==> src/mtcc_consts.svh <==
// Register offsets, field positions, codes and reset values of the motor timer.
`ifndef MTCC_CONSTS_SVH
`define MTCC_CONSTS_SVH

`define MTCC_AW            32
`define MTCC_DW            16
`define MTCC_A_START       32'hFFFF8240
`define MTCC_A_C0_CTRL     32'hFFFF8260
`define MTCC_A_C0_MODE     32'hFFFF8261
`define MTCC_A_C0_IOH      32'hFFFF8262
`define MTCC_A_C0_IOL      32'hFFFF8263
`define MTCC_A_C0_IEN      32'hFFFF8264
`define MTCC_A_C0_STAT     32'hFFFF8265
`define MTCC_A_C0_CNT      32'hFFFF8266
`define MTCC_A_C0_GA       32'hFFFF8268
`define MTCC_A_C0_GB       32'hFFFF826A
`define MTCC_A_C0_GC       32'hFFFF826C
`define MTCC_A_C0_GD       32'hFFFF826E
`define MTCC_A_C1_CTRL     32'hFFFF8280
`define MTCC_A_C1_MODE     32'hFFFF8281
`define MTCC_A_C1_IEN      32'hFFFF8284
`define MTCC_A_C1_STAT     32'hFFFF8285
`define MTCC_A_C1_CNT      32'hFFFF8286
`define MTCC_A_C1_GA       32'hFFFF8288

`define MTCC_CCLR_HI       7
`define MTCC_CCLR_LO       5
`define MTCC_TPSC_HI       2
`define MTCC_TPSC_LO       0
`define MTCC_MD_HI         3
`define MTCC_MD_LO         0
`define MTCC_IOLO_HI       3
`define MTCC_IOLO_LO       0
`define MTCC_IOHI_HI       7
`define MTCC_IOHI_LO       4

`define MTCC_CCLR_A        3'h1
`define MTCC_CCLR_B        3'h2
`define MTCC_CCLR_C        3'h5
`define MTCC_CCLR_D        3'h6
`define MTCC_TPSC_1        3'h0
`define MTCC_TPSC_4        3'h1
`define MTCC_TPSC_16       3'h2
`define MTCC_TPSC_64       3'h3
`define MTCC_PRE_M1        6'h00
`define MTCC_PRE_M4        6'h03
`define MTCC_PRE_M16       6'h0F
`define MTCC_PRE_M64       6'h3F
`define MTCC_PRE_W         6
`define MTCC_MD_NORMAL     4'h0
`define MTCC_IO_COMPARE    4'h0
`define MTCC_IO_RISE       4'h8
`define MTCC_IO_FALL       4'h9
`define MTCC_GR_RST        16'hFFFF
`define MTCC_NCAP          3
`define MTCC_IDX_D         3

`endif

==> src/mtcc_pkg.sv <==
// Types shared by the motor timer capture and compare modules.
`include "mtcc_consts.svh"
package mtcc_pkg;

    typedef logic [`MTCC_AW-1:0] mtcc_addr_type;
    typedef logic [`MTCC_DW-1:0] mtcc_data_type;

    typedef struct packed {
        logic s1;
        logic s2;
        logic prev;
        logic cap;
    } mtcc_cap_state_type;

    typedef struct packed {
        logic [`MTCC_PRE_W-1:0] pre;
        logic [1:0]             start;
        logic [7:0]             c0_ctrl;
        logic [7:0]             c0_mode;
        logic [7:0]             c0_ioh;
        logic [7:0]             c0_iol;
        logic [3:0]             c0_ien;
        logic [3:0]             c0_stat;
        logic [15:0]            c0_cnt;
        logic [3:0][15:0]       c0_gr;
        logic [7:0]             c1_ctrl;
        logic [7:0]             c1_mode;
        logic                   c1_ien;
        logic                   c1_stat;
        logic [15:0]            c1_cnt;
        logic [15:0]            c1_ga;
        logic [15:0]            rdata;
    } mtcc_state_type;

endpackage

==> src/mtcc_capture.sv <==
// Pin synchroniser and selectable edge detector for one capture input.
`timescale 1ns/100ps
`include "mtcc_consts.svh"
module mtcc_capture (
    input  wire logic       mclk_i,
    input  wire logic       rst_n_i,
    input  wire logic       pin_i,
    input  wire logic [3:0] sel_i,
    output logic            cap_o
);
    import mtcc_pkg::*;

    mtcc_cap_state_type st_r;
    mtcc_cap_state_type st_nxt;

    // Only the second stage and its delayed copy feed the edge logic, so a metastable first stage never reaches it.
    always_comb begin
        st_nxt      = st_r;
        st_nxt.s1   = pin_i;
        st_nxt.s2   = st_r.s1;
        st_nxt.prev = st_r.s2;
        st_nxt.cap  = ((sel_i == `MTCC_IO_RISE) && st_r.s2 && !st_r.prev) ||
                      ((sel_i == `MTCC_IO_FALL) && !st_r.s2 && st_r.prev);
    end

    always_ff @(posedge mclk_i or negedge rst_n_i) begin
        if (!rst_n_i) begin
            st_r <= '0;
        end else begin
            st_r <= st_nxt;
        end
    end

    assign cap_o = st_r.cap;

endmodule

==> src/mtcc_top.sv <==
// Two motor timer channels: channel 0 with three pin captures and compare D, channel 1 with compare A.
// Summary of operation
// - Channel 0 control selects compare D clearing and a count clock of clock/16.
// - Channel 1 control selects compare A as the channel 1 counter clear.
// - Channel 1 counter advances on clock/16 under its documented control setting.
// - Mode value with low nibble zero gives normal counting, no PWM or phase count.
// - Enable bits 0 to 3 pass flags A to D onto the interrupt; zero blocks.
// - Channel 0 compares general D with counter each count and sets flag D.
// - Channel 1 compares general A with counter each count and sets flag A.
// - High I/O field bits 0-3: 1000 captures A on rise, 1001 on fall.
// - High I/O field bits 4-7: 1000 captures B on rise, 1001 on fall.
// - Low I/O field bits 0-3: 1000 captures C on rise, 1001 on fall.
// - Low I/O field bits 4-7 at 0000 makes general D an output compare.
`timescale 1ns/100ps
`include "mtcc_consts.svh"
module mtcc_top (
    input  wire logic                   mclk_i,
    input  wire logic                   arst_n_i,
    input  wire mtcc_pkg::mtcc_addr_type addr_i,
    input  wire mtcc_pkg::mtcc_data_type wdata_i,
    input  wire logic                   wr_i,
    input  wire logic                   rd_i,
    output mtcc_pkg::mtcc_data_type     rdata_o,
    input  wire logic                   capture_input_a_i,
    input  wire logic                   capture_input_b_i,
    input  wire logic                   capture_input_c_i,
    output logic                        irq_o
);
    import mtcc_pkg::*;

    logic [1:0]             rst_sync_r;
    logic                   rst_n;
    logic [`MTCC_NCAP-1:0]  pins;
    logic [`MTCC_NCAP-1:0]  cap;
    logic [`MTCC_NCAP-1:0][3:0] cap_sel;
    mtcc_state_type         st_r;
    mtcc_state_type         st_nxt;

    localparam mtcc_state_type ST_RST = '{
        c0_gr   : {4{`MTCC_GR_RST}},
        c1_ga   : `MTCC_GR_RST,
        default : '0
    };

    // Reset is asserted at once but released only after two clean clock edges.
    always_ff @(posedge mclk_i or negedge arst_n_i) begin
        if (!arst_n_i) begin
            rst_sync_r <= 2'h0;
        end else begin
            rst_sync_r <= {rst_sync_r[0], 1'b1};
        end
    end

    assign rst_n = rst_sync_r[1];

    assign pins    = {capture_input_c_i, capture_input_b_i, capture_input_a_i};
    assign cap_sel = {st_r.c0_iol[`MTCC_IOLO_HI:`MTCC_IOLO_LO],
                      st_r.c0_ioh[`MTCC_IOHI_HI:`MTCC_IOHI_LO],
                      st_r.c0_ioh[`MTCC_IOLO_HI:`MTCC_IOLO_LO]};

    generate
        for (genvar g = 0; g < `MTCC_NCAP; g++) begin : g_cap
            mtcc_capture u_cap (
                .mclk_i  (mclk_i),
                .rst_n_i (rst_n),
                .pin_i   (pins[g]),
                .sel_i   (cap_sel[g]),
                .cap_o   (cap[g])
            );
        end
    endgenerate

    // One shared prescaler; each channel picks its own divide ratio from it.
    function automatic logic tick_of(input logic [2:0] tpsc, input logic [`MTCC_PRE_W-1:0] pre);
        logic [`MTCC_PRE_W-1:0] m;
        m = `MTCC_PRE_M1;
        unique case (tpsc)
            `MTCC_TPSC_1: begin
                m = `MTCC_PRE_M1;
            end
            `MTCC_TPSC_4: begin
                m = `MTCC_PRE_M4;
            end
            `MTCC_TPSC_16: begin
                m = `MTCC_PRE_M16;
            end
            `MTCC_TPSC_64: begin
                m = `MTCC_PRE_M64;
            end
            default: begin
                return 1'b0;
            end
        endcase
        return (pre & m) == m;
    endfunction

    function automatic logic run_of(input logic start, input logic [7:0] mode);
        return start && (mode[`MTCC_MD_HI:`MTCC_MD_LO] == `MTCC_MD_NORMAL);
    endfunction

    logic       tick0;
    logic       tick1;
    logic [3:0] eq0;
    logic [3:0] set0;
    logic       set1;
    logic       clr0;
    logic       clr1;
    logic [2:0] cclr0;

    always_comb begin
        st_nxt       = st_r;
        st_nxt.rdata = '0;
        st_nxt.pre   = st_r.pre + `MTCC_PRE_W'(1);
        tick0 = run_of(st_r.start[0], st_r.c0_mode) &&
                tick_of(st_r.c0_ctrl[`MTCC_TPSC_HI:`MTCC_TPSC_LO], st_r.pre);
        tick1 = run_of(st_r.start[1], st_r.c1_mode) &&
                tick_of(st_r.c1_ctrl[`MTCC_TPSC_HI:`MTCC_TPSC_LO], st_r.pre);
        for (int i = 0; i < 4; i++) begin
            eq0[i] = (st_r.c0_cnt == st_r.c0_gr[i]);
        end
        set0 = 4'h0;
        for (int i = 0; i < `MTCC_NCAP; i++) begin
            if (tick0 && eq0[i] && (cap_sel[i] == `MTCC_IO_COMPARE)) begin
                set0[i] = 1'b1;
            end
        end
        if (tick0 && eq0[`MTCC_IDX_D] &&
            (st_r.c0_iol[`MTCC_IOHI_HI:`MTCC_IOHI_LO] == `MTCC_IO_COMPARE)) begin
            set0[`MTCC_IDX_D] = 1'b1;
        end
        set1  = tick1 && (st_r.c1_cnt == st_r.c1_ga);
        cclr0 = st_r.c0_ctrl[`MTCC_CCLR_HI:`MTCC_CCLR_LO];
        clr0  = ((cclr0 == `MTCC_CCLR_A) && eq0[0]) ||
                ((cclr0 == `MTCC_CCLR_B) && eq0[1]) ||
                ((cclr0 == `MTCC_CCLR_C) && eq0[2]) ||
                ((cclr0 == `MTCC_CCLR_D) && eq0[`MTCC_IDX_D]);
        clr1  = (st_r.c1_ctrl[`MTCC_CCLR_HI:`MTCC_CCLR_LO] == `MTCC_CCLR_A) &&
                (st_r.c1_cnt == st_r.c1_ga);
        if (tick0) begin
            st_nxt.c0_cnt = clr0 ? 16'h0000 : st_r.c0_cnt + 16'h0001;
        end
        if (tick1) begin
            st_nxt.c1_cnt = clr1 ? 16'h0000 : st_r.c1_cnt + 16'h0001;
        end
        if (wr_i) begin
            unique case (addr_i)
                `MTCC_A_START: begin
                    st_nxt.start = wdata_i[1:0];
                end
                `MTCC_A_C0_CTRL: begin
                    st_nxt.c0_ctrl = wdata_i[7:0];
                end
                `MTCC_A_C0_MODE: begin
                    st_nxt.c0_mode = wdata_i[7:0];
                end
                `MTCC_A_C0_IOH: begin
                    st_nxt.c0_ioh = wdata_i[7:0];
                end
                `MTCC_A_C0_IOL: begin
                    st_nxt.c0_iol = wdata_i[7:0];
                end
                `MTCC_A_C0_IEN: begin
                    st_nxt.c0_ien = wdata_i[3:0];
                end
                `MTCC_A_C0_STAT: begin
                    st_nxt.c0_stat = st_r.c0_stat & wdata_i[3:0];
                end
                `MTCC_A_C0_CNT: begin
                    st_nxt.c0_cnt = wdata_i;
                end
                `MTCC_A_C0_GA: begin
                    st_nxt.c0_gr[0] = wdata_i;
                end
                `MTCC_A_C0_GB: begin
                    st_nxt.c0_gr[1] = wdata_i;
                end
                `MTCC_A_C0_GC: begin
                    st_nxt.c0_gr[2] = wdata_i;
                end
                `MTCC_A_C0_GD: begin
                    st_nxt.c0_gr[`MTCC_IDX_D] = wdata_i;
                end
                `MTCC_A_C1_CTRL: begin
                    st_nxt.c1_ctrl = wdata_i[7:0];
                end
                `MTCC_A_C1_MODE: begin
                    st_nxt.c1_mode = wdata_i[7:0];
                end
                `MTCC_A_C1_IEN: begin
                    st_nxt.c1_ien = wdata_i[0];
                end
                `MTCC_A_C1_STAT: begin
                    st_nxt.c1_stat = st_r.c1_stat & wdata_i[0];
                end
                `MTCC_A_C1_CNT: begin
                    st_nxt.c1_cnt = wdata_i;
                end
                `MTCC_A_C1_GA: begin
                    st_nxt.c1_ga = wdata_i;
                end
                default: begin
                end
            endcase
        end
        // A capture overrides a software write to the same general register in that cycle.
        for (int i = 0; i < `MTCC_NCAP; i++) begin
            if (cap[i]) begin
                st_nxt.c0_gr[i] = st_r.c0_cnt;
                set0[i]         = 1'b1;
            end
        end
        // Hardware sets are applied last so they win over a clearing write.
        st_nxt.c0_stat = st_nxt.c0_stat | set0;
        st_nxt.c1_stat = st_nxt.c1_stat | set1;
        if (rd_i) begin
            unique case (addr_i)
                `MTCC_A_START: begin
                    st_nxt.rdata = {14'h0000, st_r.start};
                end
                `MTCC_A_C0_CTRL: begin
                    st_nxt.rdata = {8'h00, st_r.c0_ctrl};
                end
                `MTCC_A_C0_MODE: begin
                    st_nxt.rdata = {8'h00, st_r.c0_mode};
                end
                `MTCC_A_C0_IOH: begin
                    st_nxt.rdata = {8'h00, st_r.c0_ioh};
                end
                `MTCC_A_C0_IOL: begin
                    st_nxt.rdata = {8'h00, st_r.c0_iol};
                end
                `MTCC_A_C0_IEN: begin
                    st_nxt.rdata = {12'h000, st_r.c0_ien};
                end
                `MTCC_A_C0_STAT: begin
                    st_nxt.rdata = {12'h000, st_r.c0_stat};
                end
                `MTCC_A_C0_CNT: begin
                    st_nxt.rdata = st_r.c0_cnt;
                end
                `MTCC_A_C0_GA: begin
                    st_nxt.rdata = st_r.c0_gr[0];
                end
                `MTCC_A_C0_GB: begin
                    st_nxt.rdata = st_r.c0_gr[1];
                end
                `MTCC_A_C0_GC: begin
                    st_nxt.rdata = st_r.c0_gr[2];
                end
                `MTCC_A_C0_GD: begin
                    st_nxt.rdata = st_r.c0_gr[`MTCC_IDX_D];
                end
                `MTCC_A_C1_CTRL: begin
                    st_nxt.rdata = {8'h00, st_r.c1_ctrl};
                end
                `MTCC_A_C1_MODE: begin
                    st_nxt.rdata = {8'h00, st_r.c1_mode};
                end
                `MTCC_A_C1_IEN: begin
                    st_nxt.rdata = {15'h0000, st_r.c1_ien};
                end
                `MTCC_A_C1_STAT: begin
                    st_nxt.rdata = {15'h0000, st_r.c1_stat};
                end
                `MTCC_A_C1_CNT: begin
                    st_nxt.rdata = st_r.c1_cnt;
                end
                `MTCC_A_C1_GA: begin
                    st_nxt.rdata = st_r.c1_ga;
                end
                default: begin
                    st_nxt.rdata = '0;
                end
            endcase
        end
    end

    always_ff @(posedge mclk_i or negedge rst_n) begin
        if (!rst_n) begin
            st_r <= ST_RST;
        end else begin
            st_r <= st_nxt;
        end
    end

    assign rdata_o = st_r.rdata;
    // The request is a level, so it falls only once every set flag is cleared or has its enable bit cleared.
    assign irq_o   = (|(st_r.c0_stat & st_r.c0_ien)) || (st_r.c1_stat && st_r.c1_ien);

endmodule

==> config.mk <==
export PLATFORM = sky130hd
export DESIGN_NAME = mtcc_top
export DESIGN_NICKNAME = d
export VERILOG_FILES = /design/src/mtcc_pkg.sv /design/src/mtcc_capture.sv /design/src/mtcc_top.sv
export VERILOG_INCLUDE_DIRS = /design/src
export SDC_FILE = /design/constraint.sdc
export NUM_CORES = 1
export LEC_CHECK = 0
export BUFFER_PORTS_ARGS = -buffer_cell sky130_fd_sc_hd__buf_2
export CAP_MARGIN = 40
export CORE_MARGIN = 5
export CORE_UTILIZATION = 25
export DETAILED_ROUTE_END_ITERATION = 16
export HOLD_SLACK_MARGIN = 0.05
export PLACE_DENSITY = 0.4
export SLEW_MARGIN = 20
export SYNTH_ARGS = -nofsm -noshare
export SYNTH_HDL_FRONTEND = slang
export SYNTH_SLANG_ARGS = --single-unit
==> constraint.sdc <==
create_clock -name mclk_i -period 14.1 [get_ports mclk_i]
set_clock_uncertainty 0.1 [all_clocks]
set_input_delay 0.705 -clock mclk_i [delete_from_list [all_inputs] [get_ports mclk_i]]
set_output_delay 0.705 -clock mclk_i [all_outputs]
set_load 0.02 [all_outputs]
# Word level (Yosys, flattened, before mapping)
# Cells that the tools add are included.
# totals
ff_bits	208
in_bits	55
output_inout_bits	17
elab_cells	193
# op_classes
add_sub_neg	3
n_eq_ne	42
mux	33
n_bitwise	7
n_reduce_logical	75
# op_table
op	count
equality test 32 bit, second input constant	18
one-hot mux 16 bit (18 select lines)	1
2-to-1 mux 16 bit	15
2-to-1 mux 134 bit	1
equality test 16 bit	5
one-hot mux 6 bit (3 select lines)	2
adder 16 x 1 -> 16 bit, second input constant	2
logical AND 1 bit	31
AND reduction 2 bit	14
equality test 4 bit, second input constant	6
zero test 4 bit	6
2-to-1 mux 8 bit	2
equality test 3 x 2 -> 1 bit, second input constant	5
AND 6 bit	2
equality test 3 x 1 -> 1 bit, second input constant	4
equality test 6 bit	2
nonzero test 2 bit	6
OR reduction 4 bit	3
2-to-1 mux 1 bit	11
AND 4 bit	2
logical OR 1 bit	7
adder 6 x 1 -> 6 bit, second input constant	1
equality test 3 bit, second input constant	2
zero test 1 bit	6
5 further kinds	6

# Depth between registers and ports, before layout
# logic_depth
depth_word	11
depth_mapped	11
depth_no_buf	6

# Cells and area by module
# From an unflattened synthesis, not the netlist that was laid out.
# hier_totals
hier_cells	1085
area_unflattened_um2	11591.1
# modules_own_cells
mod	instances	cells_each	area_each_um2	seq_area_each_um2
mtcc_top	1	1061	11185.7	5004.8
mtcc_capture	3	8	135.1	100.1

# Worst setup path after synthesis
# OpenSTA, ideal clock, no wires.
# synth_timing
path_type	input port to flip-flop
startpoint	in addr_i[30]
endpoint	reg st_r (netlist bit rdata_o[6])
setup_time_ns	0.099
t_arrival_ns	2.549
required_ns	13.901
path_slack_ns	11.352
cell_stages	8
path_buffers	2
path_cell_list	nand4_1 -> or3_1 -> buf_6 -> or4_1 -> nor4b_1 -> o211a_2 -> buf_6 -> a311oi_1
# synth_rtl
item	line	text
start: declaration	mtcc_top.sv:19	input wire mtcc_pkg::mtcc_addr_type addr_i,
end signal: assignment	mtcc_top.sv:282	st_r <= st_nxt;
end: declaration	mtcc_top.sv:36	mtcc_state_type st_r;

==> reports/results.tsv <==
stage	metric	value	unit
cts	clock tree root driver cell	clkbuf_16	
flow_run	MaxCap Viol Count	0	
pwr	Pleak	0.00559	uW
sta	maximum frequency from static timing analysis	310	MHz
cts	number of sinks handled by clock tree synthesis	208	
layout	share of layout cells above drive strength 1	30.7	%
sta	relative slew slack	41.3	%
synthesis	flip-flop and latch count after synthesis	208	
synthesis	number of different library cells in the post-synthesis netlist	69	
sta	number of setup violations in the final report	0	
route	via density per instance	5.03	
setup_path	kind of cell with the highest combined delay on the critical path	simple AND/OR/NAND/NOR gates	
synthesis	cell accounting for the most synthesized area	dfrtp_1	
setup_path	logic depth of the worst register-to-register path	7	
setup_path	Setup crit end kind	flop	
route	wire length per cell after detailed routing	24.3	um
global_routing	vias in the first global route	9208	
synthesis	proportion of synthesized chip area in sequential cells	45.5	%
sta	number of pins with negative max-slew slack in the final report	0	
layout	most frequent standard cell in the layout excluding fill and tap cells	dfrtp_1	
outcome	status	complete, no violations	
floorplan	Placement Rows	79	
route	vias	8811	
route	number of DRC markers in iteration 0	723	
sta	final worst path period share	22.8	%
synthesis	area share of the largest cell type after synthesis	27.5	%
synthesis	average size of a mapped cell	10.7	sq um
sta	Worst Tran Pin Value	0.874	ns
placement	routability cong.	0.824	
setup_path	CP max stage delay	0.69	ns
layout	total number of nets in the final design	1181	
cts	total setup buffers inserted after CTS	0	
synthesis	FFs w/ async S/R, synth	100	%
floorplan	area of the core	0.0464	sq mm
global_routing	global-route usage over all layers	16.6	%
route	number of routed nets with antenna violations	0	
global_routing	wire length of the first global-routing pass	63.9	mm
global_routing	antenna violations before repair	0	
cts	Clock Path Buffers	3	
synthesis	prevailing post-synth register cell	dfrtp_1	
setup_path	cell with the biggest individual delay on the critical path	and3_1	
pwr	worst vdd ir	82.7	uV
pwr	total power per unit cell area	100	mW/mm^2
floorplan	Die Y	226	um
cts	CTS tree	done	
placement	Placed Cells	1701	
placement	Port Buffers	71	
layout	Final Util	29.1	%
sta	Final Hold Viols	0	
cts	H-tree lvl count	1	
synthesis	post-synthesis cell area	0.0117	sq mm
setup_path	category of the worst setup path launch point	primary input	
synthesis	number of warnings issued by yosys	0	
setup_path	maximum fanout along the worst path	15	
cts	TritonCTS buffer count	26	
global_routing	final global-route overflow total	0	
synthesis	synthesized netlist net count	1147	
synthesis	cells after synthesis	1089	
cts	clk slew on worst S/H paths	0.06	ns
route	first-pass detailed-route iteration total	6	
min_path	worst hold path class	in2reg	
route	wire length reported by the detailed router	42.5	mm
synthesis	top cells by area in the synthesized netlist	dfrtp_1 27%, dfstp_2 18%, mux2_2 8.4%	
sta	setup TNS	0	ns
setup_path	worst reg2reg path startpoint	st_r[137]	
setup_path	worst r2r dst	st_r[143]	
layout	post-synthesis to final-layout area growth	15.7	%
layout	Filler Cells Inserted	4787	
layout	multi-input combinational cell area	0.00586	sq mm
layout	most frequent cells in the layout	127 x dfrtp_1, 121 x nand2_1, 87 x mux2_2	
min_path	Worst Hold Path Cells	1	
layout	area of all sequential standard cells	0.00531	sq mm
cts	post-cts sizing count	0	
setup_path	Critical Path RT	14.41	ns
min_path	endpoint of the worst hold-timing path	g_cap[0].u_cap.st_nxt[2]	
cts	hold_buf cts	1	
setup_path	number of buffer and inverter stages on the critical path	2	
route	remaining routing DRC violations	0	
floorplan	I/O pin total	72	
setup_path	class of the most critical setup path	in2reg	
sta	RSZ-0062 raised after global routing	no	
floorplan	initial standard-cell utilization of the core	25.2	%
synthesis	number of synthesized flops with an enable pin	0	
setup_path	reg-to-reg slack, setup	11.11	ns
sta	final critical path time including I/O delays and setup	3.22	ns
global_routing	pin count of the biggest net entering global routing	56	
placement	placed wire-length estimate after detailed placement	31.1	mm
layout	number of diodes added for antenna fixing	0	
setup_path	Worst EP arrival	3.54	ns
min_path	startpoint of the lowest-slack hold path	capture_input_a_i	
floorplan	DIE WIDTH	226	um
cts	clk_lat worst skew	0.55	ns
setup_path	critical-path cell list	buf_2 > nand4_1 > or3_1 > buf_8 > nor3_2 > and3_1 > a22oi_1 > a311oi_1	
sta	Hold WS	0.170	ns
floorplan	full die area	0.0511	sq mm
layout	post-route non-filler standard cell count	1750	
-- flip-flops by register name, indices dropped and copies added, names as in the netlist --
register,count
g_cap.u_cap.cap_o,3
g_cap.u_cap.st_nxt,6
g_cap.u_cap.st_r,3
rst_sync_r,2
rdata_o,16
cclr0,3
cap_sel,12
st_r,163
-- worst max path at each step --
stage	cells after the start	end	start	slack (ns)
5_1_grt	8	rdata_o[0]	addr_i[29]	10.71
3_3_place_gp	7	rdata_o[0]	addr_i[30]	10.22
2_1_floorplan	0	cap_sel[0]	rst_sync_r[1]	7.91
3_5_place_dp	8	rdata_o[0]	addr_i[30]	10.31
6_report	8	rdata_o[0]	addr_i[30]	10.88
4_1_cts	8	rdata_o[0]	addr_i[30]	10.89
-- final cells by class --
class / count / area share, %
multi-input combinational: 780 / 43.4
sequential: 208 / 39.3
clock buffer: 39 / 5.64
tap: 607 / 5.63
timing repair buffer: 98 / 4.83
clock inverter: 9 / 0.909
inverter: 9 / 0.250
-- worst register-to-register path: stages (launching register included) --
cell and delay [ns]:
dfrtp_1 0.71, xnor2_1 0.22, nand4_1 0.18, nor4_1 0.68, a221oi_1 0.27, o31ai_2 0.37, buf_4 0.24, o21ai_0 0.11
-- cells in the mapped netlist (3+ instances only) --
cell	number
a22oi_1	22
nor4_1	15
and4_1	5
nand2_2	4
buf_2	15
nand3_1	28
nor4b_1	4
a211oi_1	10
mux2_2	87
buf_6	4
nor4_4	6
a221oi_1	16
clkbuf_1	44
nor2_1	22
buf_1	8
nor3_1	11
a22o_1	18
and2_1	11
nand2_1	121
o21ai_0	84
o21ai_1	5
a222oi_1	13
a21oi_1	7
xnor2_1	82
a31oi_1	4
nand4_1	29
buf_4	20
a311oi_1	8
dfstp_2	80
a32oi_1	3
nor3_2	4
nor4_2	4
mux2i_1	65
o21ai_2	10
dfrtp_1	128
nor2b_1	7
ha_1	3
and3_1	8
xor2_1	29
inv_1	9
-- cell families (layout without fill, tap and decap cells) --
| group | Yosys count | count (layout) | synth area share, % |
|---|---|---|---|
| compound gates | 211 | 211 | 12.9 |
| xor+xnor | 111 | 111 | 8.34 |
| fa+ha+maj | 3 | 3 | 0.322 |
| buf+inv | 101 | 155 | 4.32 |
| flops | 208 | 208 | 45.5 |
| mux | 152 | 152 | 14.0 |
| other cells | 1 | 1 | 0.0322 |
| simple gates | 302 | 302 | 14.7 |
-- metal layers --
metal	part of all wire (%)	track usage [%]	routed length [um]	vias up
met5	0	0	0	-
met4	2.2	3.32	920	0
met3	4.3	2.59	1820	53
met2	47	27.2	20100	199
met1	46	23.2	19600	4537
li1	-	-	-	4022
-- report_power, final --
group / internal, uW / switching [uW] / leakage [uW]
combinational: 12.0 / 40.0 / 0.00261
clock: 426 / 271 / 0.000433
sequential: 600 / 3.29 / 0.00255
-- stage by stage --
stage / setup slack (ns) / cell area (sq um) / total power [uW]
after floorplan: 7.91 / 11700 / 635
after CTS: 10.89 / 13500 / 1370
after global routing: 10.71 / 13500 / 1400
after detailed placement: 10.31 / 12600 / 666
after global placement: 10.22 / 12400 / 665
final: 10.88 / 13500 / 1350
Power figures use the tool's default switching activity.
